$ cat config.mk
export PLATFORM = sky130hd
export DESIGN_NAME = cfi_core_ctrl
export DESIGN_NICKNAME = d
export VERILOG_FILES = /design/src/cfi_pkg.sv /design/src/cfi_alu_flags.sv /design/src/cfi_req_latch.sv /design/src/cfi_core_ctrl.sv
export SDC_FILE = /design/constraint.sdc
export NUM_CORES = 1
export LEC_CHECK = 0
export BUFFER_PORTS_ARGS = -buffer_cell sky130_fd_sc_hd__clkbuf_2
export CAP_MARGIN = 20
export CORE_UTILIZATION = 40
export CTS_CLUSTER_DIAMETER = 80
export DETAILED_ROUTE_END_ITERATION = 7
export GPL_TIMING_DRIVEN = 0
export MAX_ROUTING_LAYER = met4
export PLACE_DENSITY = 0.82
export SLEW_MARGIN = 15
export SYNTH_ARGS = -nofsm -noshare
export SYNTH_HDL_FRONTEND = slang
export SYNTH_SLANG_ARGS = --single-unit
$ cat constraint.sdc
create_clock -name clk_sys -period 3.8 [get_ports clk_sys]
set_input_delay 0.57 -clock clk_sys [delete_from_list [all_inputs] [get_ports clk_sys]]
set_output_delay 0.57 -clock clk_sys [all_outputs]
set_load 0.01 [all_outputs]
$ cat src/cfi_pkg.sv
/*
 * Shared constants and carrier types for the status-flag and interrupt
 * control block of a small 8-bit core.
 * Assumes one system clock; all register accesses use data-memory addresses.
 */
package cfi_pkg;

   // Data-memory addresses of the two registers.
   localparam logic [6:0] CFI_FLAG_ADDR = 7'h0a;
   localparam logic [6:0] CFI_IRQC_ADDR = 7'h0b;

   // Flag register field positions.
   localparam int CFI_F_CARRY = 0;
   localparam int CFI_F_HALF = 1;
   localparam int CFI_F_ZERO = 2;
   localparam int CFI_F_EXCESS = 3;
   localparam int CFI_F_SLEEP = 4;
   localparam int CFI_F_WDOG = 5;

   // Interrupt control register field positions.
   localparam int CFI_I_GLOBAL = 0;
   localparam int CFI_I_EXT_EN = 1;
   localparam int CFI_I_TMR_EN = 2;
   localparam int CFI_I_CONV_EN = 3;
   localparam int CFI_I_EXT_REQ = 4;
   localparam int CFI_I_TMR_REQ = 5;
   localparam int CFI_I_CONV_REQ = 6;
   localparam int CFI_I_TEST = 7;

   // Reset values.
   localparam logic [7:0] CFI_FLAG_RST = 8'h00;
   localparam logic [7:0] CFI_IRQC_RST = 8'h00;
   localparam logic [3:0] CFI_ARITH_MASK = 4'hf;

   // Interrupt vectors.
   localparam logic [10:0] CFI_VEC_EXT = 11'h004;
   localparam logic [10:0] CFI_VEC_TMR = 11'h008;
   localparam logic [10:0] CFI_VEC_CONV = 11'h00c;

   // Number of interrupt sources.
   localparam int CFI_NSRC = 3;

   // ALU operation class reported by the core.
   typedef enum logic [2:0]
   {
      CFI_ALU_NONE = 3'h0,
      CFI_ALU_ADD = 3'h1,
      CFI_ALU_SUB = 3'h2,
      CFI_ALU_LOGIC = 3'h3,
      CFI_ALU_ROTC = 3'h4
   } cfi_alu_e;

   // Result of one ALU operation, presented for one cycle.
   typedef struct packed
   {
      logic valid;
      cfi_alu_e op;
      logic [7:0] a;
      logic [7:0] b;
      logic carry_in;
      logic [7:0] result;
      logic rot_carry;
   } cfi_alu_s;

   // Register access from the core.
   typedef struct packed
   {
      logic wr;
      logic [6:0] addr;
      logic [7:0] wdata;
   } cfi_mem_s;

   // Instruction events from the core, each a one-cycle pulse.
   typedef struct packed
   {
      logic halt_op;
      logic watchdog_clear_op;
      logic irq_return_op;
      logic sub_exit_op;
   } cfi_op_s;

   // Request to the sequencer.
   typedef struct packed
   {
      logic take;
      logic [10:0] vector;
   } cfi_call_s;

   // Arbiter state machine.
   typedef enum logic [1:0]
   {
      CFI_ARB_IDLE = 2'b01,
      CFI_ARB_CALL = 2'b10
   } cfi_arb_e;

   // Find the lowest set bit of the ready vector: lower index wins.
   function automatic logic [CFI_NSRC-1:0] cfi_first(
      input logic [CFI_NSRC-1:0] req
   );
      logic [CFI_NSRC-1:0] g;
      logic found;
      g = '0;
      found = 1'b0;
      for (int i = 0; i < CFI_NSRC; i++)
      begin
         if (req[i] && !found)
         begin
            g[i] = 1'b1;
            found = 1'b1;
         end
      end
      return g;
   endfunction

endpackage

$ cat src/cfi_alu_flags.sv
/*
 * Computes the four arithmetic flags from one ALU operation.
 * Assumes the core gives operands, carry-in and result in the same cycle.
 */
`timescale 1ns/1ns
module cfi_alu_flags
   import cfi_pkg::*;
(
   input wire cfi_alu_s alu, // Operation and operands.
   output logic [3:0] flags, // Excess, zero, half, carry.
   output logic [3:0] touch // Which flags this operation updates.
);

   logic [8:0] sum;
   logic [4:0] nib;
   logic [7:0] bx;
   logic cin;
   logic c7;

   always_comb
   begin
      // Subtraction is addition of the complement; carry then means no borrow.
      bx = (alu.op == CFI_ALU_SUB) ? ~alu.b : alu.b;
      cin = (alu.op == CFI_ALU_SUB) ? 1'b1 : alu.carry_in;
      sum = {1'b0, alu.a} + {1'b0, bx} + {8'h00, cin};
      nib = {1'b0, alu.a[3:0]} + {1'b0, bx[3:0]} + {4'h0, cin};
      c7 = alu.a[7] ^ bx[7] ^ sum[7];
      flags = 4'h0;
      touch = 4'h0;
      flags[CFI_F_ZERO] = (alu.result == 8'h00);
      if (alu.valid)
      begin
         unique case (alu.op)
            CFI_ALU_ADD, CFI_ALU_SUB:
            begin
               flags[CFI_F_CARRY] = sum[8];
               flags[CFI_F_HALF] = nib[4];
               flags[CFI_F_EXCESS] = c7 ^ sum[8];
               touch = 4'hf;
            end
            CFI_ALU_LOGIC:
               touch[CFI_F_ZERO] = 1'b1;
            CFI_ALU_ROTC:
            begin
               flags[CFI_F_CARRY] = alu.rot_carry;
               touch[CFI_F_CARRY] = 1'b1;
            end
            default:
               touch = 4'h0;
         endcase
      end
   end

endmodule

$ cat src/cfi_req_latch.sv
/*
 * One sticky interrupt request flag with set-over-clear priority.
 * Assumes the event input is a one-cycle pulse on the system clock.
 */
`timescale 1ns/1ns
module cfi_req_latch
(
   input wire logic clk_sys, // System clock.
   input wire logic rst_n, // Synchronous reset, active low.
   input wire logic ce, // Clock enable.
   input wire logic set_ev, // Request event.
   input wire logic wr_en, // Software write of the flag.
   input wire logic wr_val, // Value written.
   input wire logic clr_ack, // Cleared on service.
   output logic flag // Current request flag.
);

   typedef struct packed
   {
      logic flag;
   } cfi_rl_s;

   cfi_rl_s st_q;
   cfi_rl_s st_d;

   always_comb
   begin
      st_d = st_q;
      if (wr_en)
         st_d.flag = wr_val;
      if (clr_ack)
         st_d.flag = 1'b0;
      // A fresh event must never be lost to a clear in the same cycle.
      if (set_ev)
         st_d.flag = 1'b1;
   end

   always_ff @(posedge clk_sys)
   begin
      if (!rst_n)
         st_q <= '0;
      else if (ce)
         st_q <= st_d;
   end

   assign flag = st_q.flag;

endmodule

$ cat src/cfi_core_ctrl.sv
/*
 * Status flags and interrupt control for a small 8-bit core.
 * Holds the flag register and the interrupt control register, latches
 * the three interrupt requests, arbitrates them and asks the sequencer to
 * push the program counter and branch to a vector.
 * Assumes the sequencer, stack, watchdog and halt timing live elsewhere;
 * the stack full level and the late phase pulse come from the core.
 */
`timescale 1ns/1ns
module cfi_core_ctrl
   import cfi_pkg::*;
(
   input wire logic clk_sys, // System clock, 50 MHz.
   input wire logic rst_n, // Synchronous reset, active low.
   input wire logic ce, // Clock enable; freezes all state when low.
   input wire cfi_mem_s mem, // Register write from the core.
   input wire logic [6:0] rd_addr, // Register read address.
   output logic [7:0] rd_data, // Read data for rd_addr.
   output logic rd_hit, // High when rd_addr selects a register here.
   input wire cfi_alu_s alu, // ALU operation for flag update.
   input wire cfi_op_s ops, // Instruction event pulses.
   input wire logic wdt_timeout, // Watchdog time-out pulse.
   input wire logic ext_irq_n, // External interrupt pin, active low.
   input wire logic timer_ovf, // Timer overflow pulse.
   input wire logic conv_done, // End of conversion pulse.
   input wire logic late_phase_pulse, // Phase pulse that samples requests.
   input wire logic stack_full, // Return stack holds its last level.
   input wire logic call_done, // Sequencer has taken the call.
   output cfi_call_s call, // Push PC and branch request.
   output logic wake, // Wake request to the halt logic.
   output logic [7:0] flag_reg, // Current flag register contents.
   output logic [7:0] irqc_reg // Current interrupt control register.
);

   typedef struct packed
   {
      logic carry;
      logic half;
      logic zero;
      logic excess;
      logic sleep_flag;
      logic watchdog_expired_flag;
      logic global_irq_enable;
      logic ext_irq_enable;
      logic timer_irq_enable;
      logic conv_irq_enable;
      logic test_bit;
      logic pin_q;
      logic [CFI_NSRC-1:0] ready;
      logic [CFI_NSRC-1:0] grant;
      logic [CFI_NSRC-1:0] halt_req;
      cfi_arb_e arb;
      logic [10:0] vector;
   } cfi_st_s;

   cfi_st_s st_q;
   cfi_st_s st_d;

   logic [3:0] alu_flags;
   logic [3:0] alu_touch;
   logic [CFI_NSRC-1:0] req_flag;
   logic [CFI_NSRC-1:0] req_set;
   logic [CFI_NSRC-1:0] req_en;
   logic [CFI_NSRC-1:0] req_ack;
   logic [CFI_NSRC-1:0] wr_req;
   logic wr_flag;
   logic wr_irqc;
   logic fall_ev;
   logic [CFI_NSRC-1:0] pick;

   cfi_alu_flags u_alu_flags
   (
      .alu(alu),
      .flags(alu_flags),
      .touch(alu_touch)
   );

   assign wr_flag = mem.wr && (mem.addr == CFI_FLAG_ADDR);
   assign wr_irqc = mem.wr && (mem.addr == CFI_IRQC_ADDR);
   // The pin is sampled as a synchronous input; an edge is high then low.
   assign fall_ev = st_q.pin_q && !ext_irq_n;
   assign req_set = {conv_done, timer_ovf, fall_ev};
   assign req_en = {st_q.conv_irq_enable, st_q.timer_irq_enable,
                    st_q.ext_irq_enable};

   generate
      for (genvar i = 0; i < CFI_NSRC; i++)
      begin : g_req
         assign wr_req[i] = wr_irqc;
         cfi_req_latch u_req
         (
            .clk_sys(clk_sys),
            .rst_n(rst_n),
            .ce(ce),
            .set_ev(req_set[i]),
            .wr_en(wr_req[i]),
            .wr_val(mem.wdata[CFI_I_EXT_REQ + i]),
            .clr_ack(req_ack[i]),
            .flag(req_flag[i])
         );
      end
   endgenerate

   // The served source's flag drops as the call is issued.
   assign req_ack = (st_q.arb == CFI_ARB_IDLE) ? pick : '0;

   always_comb
   begin
      // Service needs global and source enables and a free stack level.
      pick = '0;
      if (late_phase_pulse && st_q.global_irq_enable && !stack_full)
         pick = cfi_first(req_flag & req_en);
   end

   always_comb
   begin
      st_d = st_q;
      st_d.pin_q = ext_irq_n;

      if (alu.valid)
      begin
         if (alu_touch[CFI_F_CARRY])
            st_d.carry = alu_flags[CFI_F_CARRY];
         if (alu_touch[CFI_F_HALF])
            st_d.half = alu_flags[CFI_F_HALF];
         if (alu_touch[CFI_F_ZERO])
            st_d.zero = alu_flags[CFI_F_ZERO];
         if (alu_touch[CFI_F_EXCESS])
            st_d.excess = alu_flags[CFI_F_EXCESS];
      end

      // A data write beats the ALU update; sleep and watchdog stay put.
      if (wr_flag)
      begin
         st_d.carry = mem.wdata[CFI_F_CARRY];
         st_d.half = mem.wdata[CFI_F_HALF];
         st_d.zero = mem.wdata[CFI_F_ZERO];
         st_d.excess = mem.wdata[CFI_F_EXCESS];
      end

      if (ops.watchdog_clear_op)
      begin
         st_d.sleep_flag = 1'b0;
         st_d.watchdog_expired_flag = 1'b0;
      end
      if (ops.halt_op)
      begin
         st_d.sleep_flag = 1'b1;
         st_d.watchdog_expired_flag = 1'b0;
         // Flags already pending at halt do not wake the core.
         st_d.halt_req = req_flag;
      end
      if (wdt_timeout)
         st_d.watchdog_expired_flag = 1'b1;

      if (wr_irqc)
      begin
         st_d.global_irq_enable = mem.wdata[CFI_I_GLOBAL];
         st_d.ext_irq_enable = mem.wdata[CFI_I_EXT_EN];
         st_d.timer_irq_enable = mem.wdata[CFI_I_TMR_EN];
         st_d.conv_irq_enable = mem.wdata[CFI_I_CONV_EN];
         st_d.test_bit = mem.wdata[CFI_I_TEST];
      end
      if (ops.irq_return_op)
         st_d.global_irq_enable = 1'b1;

      st_d.ready = req_flag & req_en;

      unique case (st_q.arb)
         CFI_ARB_IDLE:
         begin
            if (|pick)
            begin
               // Only the PC is pushed; the flags are never stacked.
               st_d.global_irq_enable = 1'b0;
               st_d.grant = pick;
               st_d.arb = CFI_ARB_CALL;
               st_d.vector = pick[0] ? CFI_VEC_EXT :
                             pick[1] ? CFI_VEC_TMR :
                             CFI_VEC_CONV;
            end
         end
         CFI_ARB_CALL:
         begin
            if (call_done)
            begin
               st_d.arb = CFI_ARB_IDLE;
               st_d.grant = '0;
            end
         end
         default:
            st_d.arb = CFI_ARB_IDLE;
      endcase
   end

   always_ff @(posedge clk_sys)
   begin
      if (!rst_n)
      begin
         st_q <= '0;
         st_q.pin_q <= 1'b1;
         st_q.arb <= CFI_ARB_IDLE;
         st_q.vector <= CFI_VEC_EXT;
      end
      else if (ce)
         st_q <= st_d;
   end

   always_comb
   begin
      flag_reg = CFI_FLAG_RST;
      flag_reg[CFI_F_CARRY] = st_q.carry;
      flag_reg[CFI_F_HALF] = st_q.half;
      flag_reg[CFI_F_ZERO] = st_q.zero;
      flag_reg[CFI_F_EXCESS] = st_q.excess;
      flag_reg[CFI_F_SLEEP] = st_q.sleep_flag;
      flag_reg[CFI_F_WDOG] = st_q.watchdog_expired_flag;
      irqc_reg = CFI_IRQC_RST;
      irqc_reg[CFI_I_GLOBAL] = st_q.global_irq_enable;
      irqc_reg[CFI_I_EXT_EN] = st_q.ext_irq_enable;
      irqc_reg[CFI_I_TMR_EN] = st_q.timer_irq_enable;
      irqc_reg[CFI_I_CONV_EN] = st_q.conv_irq_enable;
      irqc_reg[CFI_I_EXT_REQ] = req_flag[0];
      irqc_reg[CFI_I_TMR_REQ] = req_flag[1];
      irqc_reg[CFI_I_CONV_REQ] = req_flag[2];
      irqc_reg[CFI_I_TEST] = st_q.test_bit;
   end

   always_comb
   begin
      rd_hit = 1'b1;
      if (rd_addr == CFI_FLAG_ADDR)
         rd_data = flag_reg;
      else if (rd_addr == CFI_IRQC_ADDR)
         rd_data = irqc_reg;
      else
      begin
         rd_data = 8'h00;
         rd_hit = 1'b0;
      end
   end

   assign call.take = (st_q.arb == CFI_ARB_CALL);
   assign call.vector = st_q.vector;
   // Wake on a request flag that was not already pending at halt.
   assign wake = st_q.sleep_flag && |(req_flag & ~st_q.halt_req);

endmodule

After elaboration in Yosys (flattened, before gate mapping)
Cells that the tools add are included.

operators by class
  add/subtract/negate cells = 4
  reductions and logical operators = 41
  multiplexer cells = 48
  equal/unequal tests = 12
  bitwise operators = 7

operators by type and width
  operator                                              number
  2-to-1 mux 1 bit                                      31
  equality test 7 x 4 -> 1 bit (second input constant)  4
  2-to-1 mux 8 bit                                      3
  AND reduction 3 bit                                   6
  2-to-1 mux 4 bit                                      4
  AND reduction 2 bit                                   7
  2-to-1 mux 13 bit                                     1
  nonzero test 2 bit                                    6
  nonzero test 3 bit                                    4
  OR reduction 3 bit                                    4
  adder 8 x 8 -> 9 bit                                  1
  adder 9 x 1 -> 9 bit                                  1
  2-to-1 mux 3 bit                                      3
  logical AND 1 bit                                     8
  zero test 8 bit                                       1
  NOT 8 bit                                             1
  bitwise AND 3 bit                                     2
  equality test 3 x 2 -> 1 bit (second input constant)  2
  2-to-1 mux 2 bit                                      3
  adder 4 x 4 -> 5 bit                                  1
  adder 5 x 1 -> 5 bit                                  1
  2-to-1 mux 5 bit                                      1
  zero test 1 bit                                       4
  one-hot mux 2 bit (2 select lines)                    1
  other kinds (10)                                      12

storage, ports and cells
  word-level logic and storage cells = 130
  register bits = 31

Longest topological paths before layout
Gate-level depths: netlist of the first run.

  depth after elaboration = 15
  gate-level depth with buffers = 9
  mapped depth without buffers = 8

Hierarchy
A second synthesis of the first run with hierarchy kept.

second synthesis, totals
  cells, all modules = 228
  area, all modules = 1863.0 sq um

modules (own cells, without submodules)
  module         sequential area each (sq um)  area each (sq um)  times used  cells each
  cfi_core_ctrl  380.4                         1287.5             1           161
  cfi_alu_flags  0.0                           402.9              1           49
  cfi_req_latch  20.0                          57.6               3           6

Worst setup path before layout of the first run
No wires, ideal clock.

  kind = input to register
  start point = input alu[26] (netlist name)
  end point = register st_q (netlist bit flag_reg[3])
  stages = 9
  setup time = 74 ps
  data arrival time = 2265 ps
  buffers on the path = 1
  path slack = 1461 ps
  cells stage by stage = nor3b_1 > buf_4 > xor2_1 > ha_1 > a21o_1 > a21oi_1 > o21ai_0 > or3_1 > a31oi_1

between the ends
  longest elaborated chain between the ends = 10

ends and longest elaborated chain
  element                       line                                                           source
  start, declared               cfi_core_ctrl.sv:20                                            input wire cfi_alu_s alu,
  equality test 3 x 2 -> 1 bit  cfi_alu_flags.sv:23, cfi_alu_flags.sv:24, cfi_alu_flags.sv:33
  2-to-1 mux 8 bit              cfi_alu_flags.sv:23                                            bx = (alu.op == CFI_ALU_SUB) ? ~alu.b : alu.b;
  adder 8 x 8 -> 9 bit          cfi_alu_flags.sv:25                                            sum = {1'b0, alu.a} + {1'b0, bx} + {8'h00, cin};
  adder 9 x 1 -> 9 bit          cfi_alu_flags.sv:25
  XOR 1 bit                     cfi_alu_flags.sv:27                                            c7 = alu.a[7] ^ bx[7] ^ sum[7];
  XOR 1 bit                     cfi_alu_flags.sv:38                                            flags[CFI_F_EXCESS] = c7 ^ sum[8];
  2-to-1 mux 1 bit              cfi_alu_flags.sv:33                                            unique case (alu.op)
  2-to-1 mux 1 bit              cfi_core_ctrl.sv:128                                           if (alu_touch[CFI_F_EXCESS])
  2-to-1 mux 4 bit              cfi_core_ctrl.sv:120                                           if (alu.valid)
  2-to-1 mux 4 bit              cfi_core_ctrl.sv:133                                           if (wr_flag)
  end signal, assigned          cfi_core_ctrl.sv:206                                           st_q <= st_d;
  end, declared                 cfi_core_ctrl.sv:56                                            cfi_st_s st_q;

Several ways; a longest one is shown, not always the timed one. The select of a mux whose other input is x is not followed.
A chain may end at the register's enable or synchronous reset.

Final worst setup path of the first run
  start point = input alu[27] (netlist name)
  end point = register st_q (netlist bit flag_reg[3])

Same word-level chain as after synthesis.

==> results of run 1 <==
worst max-delay path by stage:
stage / from / to / slack [ps] / depth (start not counted)
finish: alu[27] / flag_reg[3]$_SDFFE_PN0P_ / 1440 / 9
global route: alu[26] / flag_reg[3]$_SDFFE_PN0P_ / 1190 / 9
CTS: alu[26] / flag_reg[3]$_SDFFE_PN0P_ / 1420 / 9
detailed placement: alu[26] / flag_reg[3]$_SDFFE_PN0P_ / 1160 / 9
global placement: alu[26] / flag_reg[3]$_SDFFE_PN0P_ / 1190 / 10
floorplan: alu[26] / flag_reg[3]$_SDFFE_PN0P_ / 1460 / 9
power groups by stage:
stage / clock [mW] / combinational [mW] / sequential (mW)
2_1_floorplan: 0 / 0.0979 / 0.249
3_3_place_gp: 0 / 0.154 / 0.252
3_5_place_dp: 0 / 0.158 / 0.253
4_1_cts: 0.169 / 0.159 / 0.247
5_1_grt: 0.179 / 0.179 / 0.248
6_report: 0.170 / 0.158 / 0.247
critical path: cells and delay by family:
family	cells	cell delay, ps
compound gates	2	490
xor+xnor	1	170
fa+ha+maj	1	260
buf+inv	2	360
simple gates	3	710
cell families (layout without fill, tap and decap cells):
group | Yosys count | in the layout | synth area share
AO/OA/AOI/OAI | 58 | 58 | 0.214
other | 1 | 11 | 0.00209
buffers and inverters | 41 | 136 | 0.147
multiplexers | 9 | 9 | 0.0531
flip-flops | 22 | 22 | 0.246
AND/OR/NAND/NOR | 78 | 78 | 0.233
adder cells (fa/ha/maj) | 8 | 8 | 0.0559
XOR/XNOR | 10 | 10 | 0.0489
layer usage:
layer	up-vias	wire length [um]
met1	837	1930
met4	0	63
met2	75	2230
li1	998	-
met5	-	0
met3	6	272
layout make-up:
type / count / area (um2)
Sequential cell: 22 / 440
Inverter: 8 / 30.0
Buffer: 33 / 234
Clock buffer: 4 / 55.1
Timing Repair Buffer: 91 / 455
Fill cell: 422 / 1740
Multi-Input combinational cell: 174 / 1120
Tap cell: 50 / 62.6
layout by cell type (no fill, tap or decap), drive strengths merged, types with 4 or more instances in the layout:
| cell | synthesis | routed |
|---|---|---|
| clkbuf | 3 | 98 |
| buf | 30 | 30 |
| dfxtp | 22 | 22 |
| nor2 | 21 | 21 |
| nand2 | 18 | 18 |
| a21oi | 16 | 16 |
| o21ai | 15 | 15 |
| conb | 1 | 11 |
| nand3 | 10 | 10 |
| xor2 | 9 | 9 |
| inv | 8 | 8 |
| mux2i | 8 | 8 |
| ha | 8 | 8 |
| and3 | 5 | 5 |
| nor3b | 4 | 4 |
| nor2b | 4 | 4 |
| a22oi | 4 | 4 |
metrics by stage:
| stage | utilization | cell area (um2) |
|---|---|---|
| finish | 0.580 | 2400 |
| global route | 0.580 | 2400 |
| CTS | 0.580 | 2400 |
| detailed placement | 0.566 | 2350 |
| global placement | 0.566 | 2350 |
| floorplan | - | 1830 |
==> run metrics, run 1 <==
status=completed; post-DR wirelength/cell=11.8 um; die area=between 0.004 and 0.005 mm2; Area Overhead vs Synth=34.1%; final setup violation count=0; post-CTS setup buffer count=0; Hold Buf Count CTS=0; DP HPWL=3.77 mm; met2 GRT Util=0.363; Worst Tran Pin Value=~510 ps; Setup Crit Path Kind=input pin to register; Pre-antenna DRT Iters=4; grt met1 use=0.226; Skew-Pair Late Insertion Delay=270 ps; Synth warnings=0; chip width=slightly below 70 um; gr ovfl total=0; Post-synth ARST share=0; diode count=0; WHS=~460 ps; maximum vdd drop=roughly 0.13 mV; final net count=approximately 410; post-synth top area share=0.246; Cell Count, Final, Fillers Out=382; Static Leakage=approximately 1.2 nW; reg-to-reg endpoint=call[2]$_SDFFE_PN1P_; largest net degree at the start of global routing=13; Cell variety after synth=49; GRT Overall Usage=0.203; H-tree depth=1; pwr dens=between 200 and 250 mW/mm2; max-slew violation count=0; # DRC=0; critical path capture point type=register; Flop pwr share=0.429; Worst Setup Start Kind=input pin; largest area contributor in the synthesized netlist=dfxtp_1; Clock Root Buffer=clkbuf_8; Antenna Violating Nets Remaining=0; gr busiest metal=met2; worst r2r src=irqc_reg[0]$_SDFFE_PN0P_; Vias/cell=5.02; pre-CTS setup slack=approximately 1200 ps; Max FO, Critical Path=9; reg2reg setup slack=2240 ps; Post-CTS Resized=0; total of max-cap violations=0; Core ar.=slightly above 0.004 mm2; IO buf count=just over 90; DRT iter0 DRCs=71; Fmax=between 0.4 and 0.5 GHz; Hold Path Sink=st_q[15]$_SDFFE_PN0P_; Yosys reg bits=22; Final Hold Fails=0; TritonCTS clock tree=built; TritonCTS Sinks=22; initial antenna violation count=0; Syn Std Cell Area=0.00179 mm2; Mapped Cells=227; dominant synthesized flop cell=dfxtp_1; Initial Util=0.432; setup ws final=between 1000 and 1500 ps; Hold Crit Depth=2; slowest CP cell=or3_1; sw frac=0.286; sequential element share of the synthesized area=0.246; most frequent cell after synthesis=buf_4; Synth area leaders=dfxtp_1 (25%), buf_4 (12%), ha_1 (5.6%); routed vias=about 1,900; Die Span Y=slightly below 70 um; setup_tns=0 ps; Routed WL=about 4.5 mm; CP cell instances=clkbuf_2 > nor3b_1 > buf_4 > xor2_1 > ha_1 > a211oi_1 > nor2_1 > or3_1 > a31oi_1; critical path data arrival time=2560 ps; io pins=between 100 and 150; global-route wire length before repair=a little over 7 mm; placed cells=378; Rel. slew slack=0.661; placer congestion estimate=0.859; TritonCTS buffer count=3; vias in the first global route=1,664; crit-path max cell delay=about 380 ps; Logic pwr share=0.275; fraction of layout cells with a size suffix above 1=0.404; Clock Power Share=0.296; Critical Path RT=about 4000 ps; Internal Pwr Total=a little over 0.4 mW; syn avg cell area=~7.9 um2; RSZ-0062 raised after global routing=false; Reg clk slew, reported paths=~80 ps; skew final=3.84 ps; minimum clock period=between 2000 and 2500 ps; Tcrit/Tclk final=0.621; FP Rows=23; clock buffer depth=2; hold crit path type=register to register; met3 usage=0.0214; reg2reg path depth=5; PnR Total Power=0.576 mW; P_sw=0.165 mW; worst hold start=st_q[15]$_SDFFE_PN0P_; Post-synth EDFFs=0; Post-synth top cells=buf_4 (29), dfxtp_1 (22), nor2_1 (21)
No activity file was read; power rests on OpenSTA's default activity.
==> inputs of run 2 (changes only) <==
PLACE_DENSITY = 0.85   (was 0.82)
clock period = 2.13 ns   (was 3.8 ns; I/O delays follow)
==> run 2 against run 1 <==
Register-to-register slack lost 1700 ps. Total power grew 73%. Hold slack got worse by 160 ps. Final cell count increased by 0.79%. Clock power up 49%. Via count grew 2.0%. Setup slack worse by 1300 ps. Critical path depth rose by 1. Core utilization up 1.2 points. Die area unchanged.
==> run metrics, run 2 (same netlist as run 1, synthesis figures left out) <==
status=completed (unchanged); Final Hold Fails=0 (unchanged); Area Overhead vs Synth=36.8% (was 34.1%); Hold Buf Count CTS=0 (unchanged); pre-CTS setup slack=-312 ps (was 1160 ps); commonest non-fill, non-tap cell in the layout=clkbuf_2 (unchanged); PnR Total Power=1.00 mW (was 0.576 mW); post-DR wirelength/cell=12.0 um (was 11.8 um); Pre-antenna DRT Iters=4 (unchanged); Hold Crit Depth=3 (was 2); Rel. slew slack=0.627 (was 0.661); vias in the first global route=1,605 (was 1,664); placer congestion estimate=0.871 (was 0.859); Skew-Pair Late Insertion Delay=260 ps (was 270 ps); io pins=105 (unchanged); Vias/cell=5.08 (was 5.02); Worst Tran Pin Value=558 ps (was 508 ps); diode count=0 (unchanged); reg2reg setup slack=580 ps (was 2240 ps); Antenna Violating Nets Remaining=0 (unchanged); Static Leakage=1.24 nW (was 1.23 nW); GRT Overall Usage=0.195 (was 0.203); critical path data arrival time=2230 ps (was 2560 ps); WHS=294 ps (was 458 ps); final net count=412 (was 408); most frequent cells in the layout=clkbuf_2 (90), buf_4 (32), dfxtp_1 (22), nor2_1 (21), nand2_1 (17) (was clkbuf_2 (91), buf_4 (29), dfxtp_1 (22), nor2_1 (21), nand2_1 (17)); Hold Path Sink=st_q[22]$_SDFFE_PN1P_ (was st_q[15]$_SDFFE_PN0P_); pwr dens=408 mW/mm2 (was 240 mW/mm2); die area=0.00475 mm2 (unchanged); critical path capture point type=register (unchanged); dpl cell area=0.00235 mm2 (unchanged); Tcrit/Tclk final=0.955; Reg clk slew, reported paths=70 ps (was 80 ps); DRT iter0 DRCs=150 (was 71); Core ar.=0.00414 mm2 (unchanged); fraction of layout cells with a size suffix above 1=0.427 (was 0.404); final setup violation count=0 (unchanged); Fmax=slightly below 0.5 GHz; Worst Setup Start Kind=input pin (unchanged); H-tree depth=1 (unchanged); total of max-cap violations=0 (unchanged); routed vias=1,955 (was 1,916); Setup Crit Path Kind=input pin to register (unchanged); Clock Root Buffer=clkbuf_8 (unchanged); largest net degree at the start of global routing=12 (was 13); IO buf count=91 (unchanged); DP HPWL=3.67 mm (was 3.77 mm); gr ovfl total=0 (unchanged); max-slew violation count=0 (unchanged); # DRC=0 (unchanged); TritonCTS buffer count=3 (unchanged); post-route design area=0.00245 mm2 (was 0.00240 mm2); worst r2r src=irqc_reg[0]$_SDFFE_PN0P_ (unchanged); clock buffer depth=2 (unchanged); TritonCTS Sinks=22 (unchanged); Max FO, Critical Path=8 (was 9); minimum clock period=slightly above 2000 ps; initial antenna violation count=0 (unchanged); Initial Util=0.432 (unchanged); hold crit path type=input pin to register (was register to register); chip width=68.9 um (unchanged); Routed WL=4.63 mm (was 4.49 mm); FP Rows=23 (unchanged); reg-to-reg endpoint=call[2]$_SDFFE_PN1P_ (unchanged); Die Span Y=68.9 um (unchanged); Critical Path RT=2330 ps (was 4000 ps); TritonCTS clock tree=built (unchanged); global-route wire length before repair=6.80 mm (was 7.08 mm); setup ws final=96.2 ps (was 1440 ps); reg2reg path depth=5 (unchanged); maximum vdd drop=0.219 mV (was 0.133 mV); skew final=2.06 ps (was 3.84 ps); worst hold start=ext_irq_n (was st_q[15]$_SDFFE_PN0P_)
==> run 2: per-layer routing <==
metal  share of wire  track usage
met2            0.50        0.339
met5               0            -
met3           0.076       0.0263
met4           0.017       0.0689
met1            0.41        0.228
==> run 2: metrics by stage <==
step,utilization,instances,TNS [ps]
floorplan,-,237,0
CTS,0.576,381,0
detailed placement,0.566,378,-505
global placement,0.566,378,-406
finish,0.591,385,0
global route,0.591,385,-40.1
==> run 2: where the power goes <==
part           leakage (nW)  internal, mW  switching [mW]
logic                  1.04         0.157           0.149
clock network        0.0216         0.126           0.127
registers             0.179         0.425          0.0154
==> run 2: worst max path at each step <==
stage | from | to | slack (ps) | depth (start not counted)
floorplan | alu[26] | flag_reg[3]$_SDFFE_PN0P_ | 40 | 9
global placement | alu[26] | flag_reg[3]$_SDFFE_PN0P_ | -280 | 10
detailed placement | alu[26] | flag_reg[3]$_SDFFE_PN0P_ | -310 | 10
CTS | alu[26] | flag_reg[3]$_SDFFE_PN0P_ | 30 | 10
global route | alu[28] | flag_reg[3]$_SDFFE_PN0P_ | -40 | 11
finish | alu[28] | flag_reg[3]$_SDFFE_PN0P_ | 100 | 10
==> run 2: layout make-up <==
type | count | area, um2
Fill cell | 420 | 1690
Multi-Input combinational cell | 174 | 1150
Timing Repair Buffer | 95 | 489
Sequential cell | 22 | 440
Buffer | 33 | 234
Tap cell | 50 | 62.6
Clock buffer | 3 | 41.3
Inverter | 8 | 30.0
==> run 2: worst max-delay path: stages <==
cell and delay, ps:
buf_2 150, nor3b_2 190, buf_4 190, buf_4 120
xor2_1 190, ha_1 280, o2111ai_2 200, o21ai_2 120
or3_1 350, a31oi_1 120
==> run 2: timing repair <==
item	4_1_cts	5_1_grt
setup buffers	0	4
pin swaps	0	5
endpoints found under the hold margin	0	0
endpoints found under the setup margin	1	2
gates resized for setup	1	8
==> inputs of run 3 (changes only) <==
CELL_PAD_IN_SITES_DETAIL_PLACEMENT = 0   (was not set)
CELL_PAD_IN_SITES_GLOBAL_PLACEMENT = 1   (was not set)
CORE_UTILIZATION = 27   (was 40)
PLACE_DENSITY = 0.84   (was 0.85)
==> run 3 against run 2 <==
Wire length rose by 8.6%. Die area rose by 47%. Combinational power about the same. Sequential share of layout area is 0.39 points lower. Clock skew grew 3.4 ps. First-iteration DRC count decreased by 61%. Clock power increased by 20%. Largest cell class unchanged. Critical path depth unchanged. Non-clock buffer count grew 1. Hold slack got worse by 6.3 ps. Final cell count up 7.5%.
==> run metrics, run 3 (same netlist as run 1, synthesis figures left out) <==
slowest CP cell=or3_1 (unchanged); pwr dens=420 mW/mm2 (was 408 mW/mm2); sequential cell area=440 um2 (unchanged); Worst Tran Pin Value=540 ps (was 558 ps); Hold Crit Depth=3 (unchanged); Area Overhead vs Synth=39.8% (was 36.8%); fraction of layout cells with a size suffix above 1=0.430 (was 0.427); Fmax=0.495 GHz (was 0.492 GHz); area of the multi-input gates=0.00115 mm2 (about the same); Crit path max-delay family=compound AO/OA/AOI/OAI gates (was simple AND/OR/NAND/NOR gates); placed cells=405 (was 378); final setup violation count=0 (unchanged); routed vias=1,924 (was 1,955); Cell Count, Final, Fillers Out=414 (was 385); Clock Root Buffer=clkbuf_8 (unchanged); reg2reg setup slack=510 ps (was 580 ps); Tcrit/Tclk final=0.948 (was 0.955); DP HPWL=4.14 mm (was 3.67 mm); setup ws final=111 ps (was 96.2 ps); H-tree depth=1 (unchanged); post-route design area=0.00250 mm2 (was 0.00245 mm2); RSZ-0062 raised after global routing=false; Worst Setup Start Kind=input pin (unchanged); placer congestion estimate=0.784 (was 0.871); minimum clock period=2020 ps (was 2030 ps); Max FO, Critical Path=7 (was 8); Core ar.=0.00639 mm2 (was 0.00414 mm2); diode count=0 (unchanged); Die Span Y=83.5 um (was 68.9 um); TritonCTS clock tree=built (unchanged); DRT iter0 DRCs=58 (was 150); clock buffer depth=2 (unchanged); IO buf count=91 (unchanged); Rel. slew slack=0.639 (was 0.627); io pins=105 (unchanged); total of max-cap violations=0 (unchanged); post-DR wirelength/cell=12.1 um (was 12.0 um); Vias/cell=4.65 (was 5.08); initial antenna violation count=0 (unchanged); skew final=5.47 ps (was 2.06 ps); # DRC=0 (unchanged); crit-path max cell delay=350 ps (about the same); TritonCTS Sinks=22 (unchanged); status=completed (unchanged); Initial Util=0.281 (was 0.432); reg2reg path depth=5 (unchanged); FP Rows=29 (was 23); vias in the first global route=1,798 (was 1,605); Routed WL=5.03 mm (was 4.63 mm); Antenna Violating Nets Remaining=0 (unchanged); final net count=413 (was 412); maximum vdd drop=0.196 mV (was 0.219 mV); global-route wire length before repair=8.27 mm (was 6.80 mm); TritonCTS buffer count=3 (unchanged); Finished Core Util=0.392 (was 0.591); most frequent cells in the layout=clkbuf_2 (90), buf_4 (33), dfxtp_1 (22), nor2_1 (21), nand2_1 (17) (was clkbuf_2 (90), buf_4 (32), dfxtp_1 (22), nor2_1 (21), nand2_1 (17)); Hold Buf Count CTS=0 (unchanged); Critical Path RT=2320 ps (was 2330 ps); die area=0.00697 mm2 (was 0.00475 mm2); max-slew violation count=0 (unchanged); pre-CTS setup slack=-365 ps (was -312 ps); Pre-antenna DRT Iters=4 (unchanged); Reg clk slew, reported paths=80 ps (was 70 ps); dpl cell area=0.00238 mm2 (was 0.00235 mm2); Setup Crit Path Kind=input pin to register (unchanged); largest net degree at the start of global routing=13 (was 12); commonest non-fill, non-tap cell in the layout=clkbuf_2 (unchanged); hold crit path type=input pin to register (unchanged); critical path capture point type=register (unchanged); CP cell instances=buf_2 > nor3b_2 > buf_4 > xor2_1 > ha_1 > a21o_1 > a21oi_1 > o21ai_2 > or3_1 > a31oi_1 (was buf_2 > nor3b_2 > buf_4 > buf_4 > xor2_1 > ha_1 > o2111ai_2 > o21ai_2 > or3_1 > a31oi_1); gr ovfl total=0 (unchanged); CP Buf/Inv Count=2 (was 3); Static Leakage=1.26 nW (was 1.24 nW); critical path data arrival time=2210 ps (was 2230 ps); Final Hold Fails=0 (unchanged); Skew-Pair Late Insertion Delay=270 ps (was 260 ps); CP Depth=10 (unchanged); chip width=83.5 um (was 68.9 um); GRT Overall Usage=0.149 (was 0.195); fillers=686 (was 420)
==> run 3: power by group <==
part           switching, mW  leakage [nW]  internal (mW)
clock                  0.138        0.0288          0.165
sequential            0.0161         0.179          0.425
combinational          0.151          1.05          0.157
total                  0.304          1.26          0.747
==> run 3: timing repair <==
| action | 4_1_cts | 5_1_grt |
|---|---|---|
| setup buffers | 3 | 2 |
| setup endpoints to repair | 1 | 3 |
| pin swaps | 0 | 7 |
| resized for setup | 1 | 8 |
==> run 3: final timing paths <==
check | to | startpoint
max | flag_reg[3]$_SDFFE_PN0P_ | alu[28]
min | st_q[22]$_SDFFE_PN1P_ | ext_irq_n
max reg2reg | call[2]$_SDFFE_PN1P_ | irqc_reg[0]$_SDFFE_PN0P_
min reg2reg | st_q[13]$_SDFFE_PN0P_ | st_q[13]$_SDFFE_PN0P_
==> run 3: stage by stage <==
stage | setup TNS [ps] | hold WS, ps | power (mW)
after floorplan | 0 | 396 | 0.619
after global placement | -442 | 446 | 0.731
after detailed placement | -634 | 450 | 0.737
after CTS | 0 | 287 | 1.04
after global routing | 0 | 316 | 1.11
final | 0 | 288 | 1.05
==> run 3: routing by layer <==
layer | share of wire | track usage
met2 | 0.49 | 0.256
met5 | 0 | -
met4 | 0.011 | 0.0416
met3 | 0.059 | 0.0218
met1 | 0.44 | 0.182
==> run 3: layout make-up <==
type	instances	share of cell area
clock buffer	4	0.0220
timing repair buffer	96	0.198
tap	77	0.0385
buffer	33	0.0934
inverter	8	0.0120
multi-input combinational	174	0.460
sequential	22	0.176
==> run 3: worst min-delay path, stage by stage <==
cell and delay [ps]:
clkbuf_2 90, nand2_1 40, o211ai_1 70
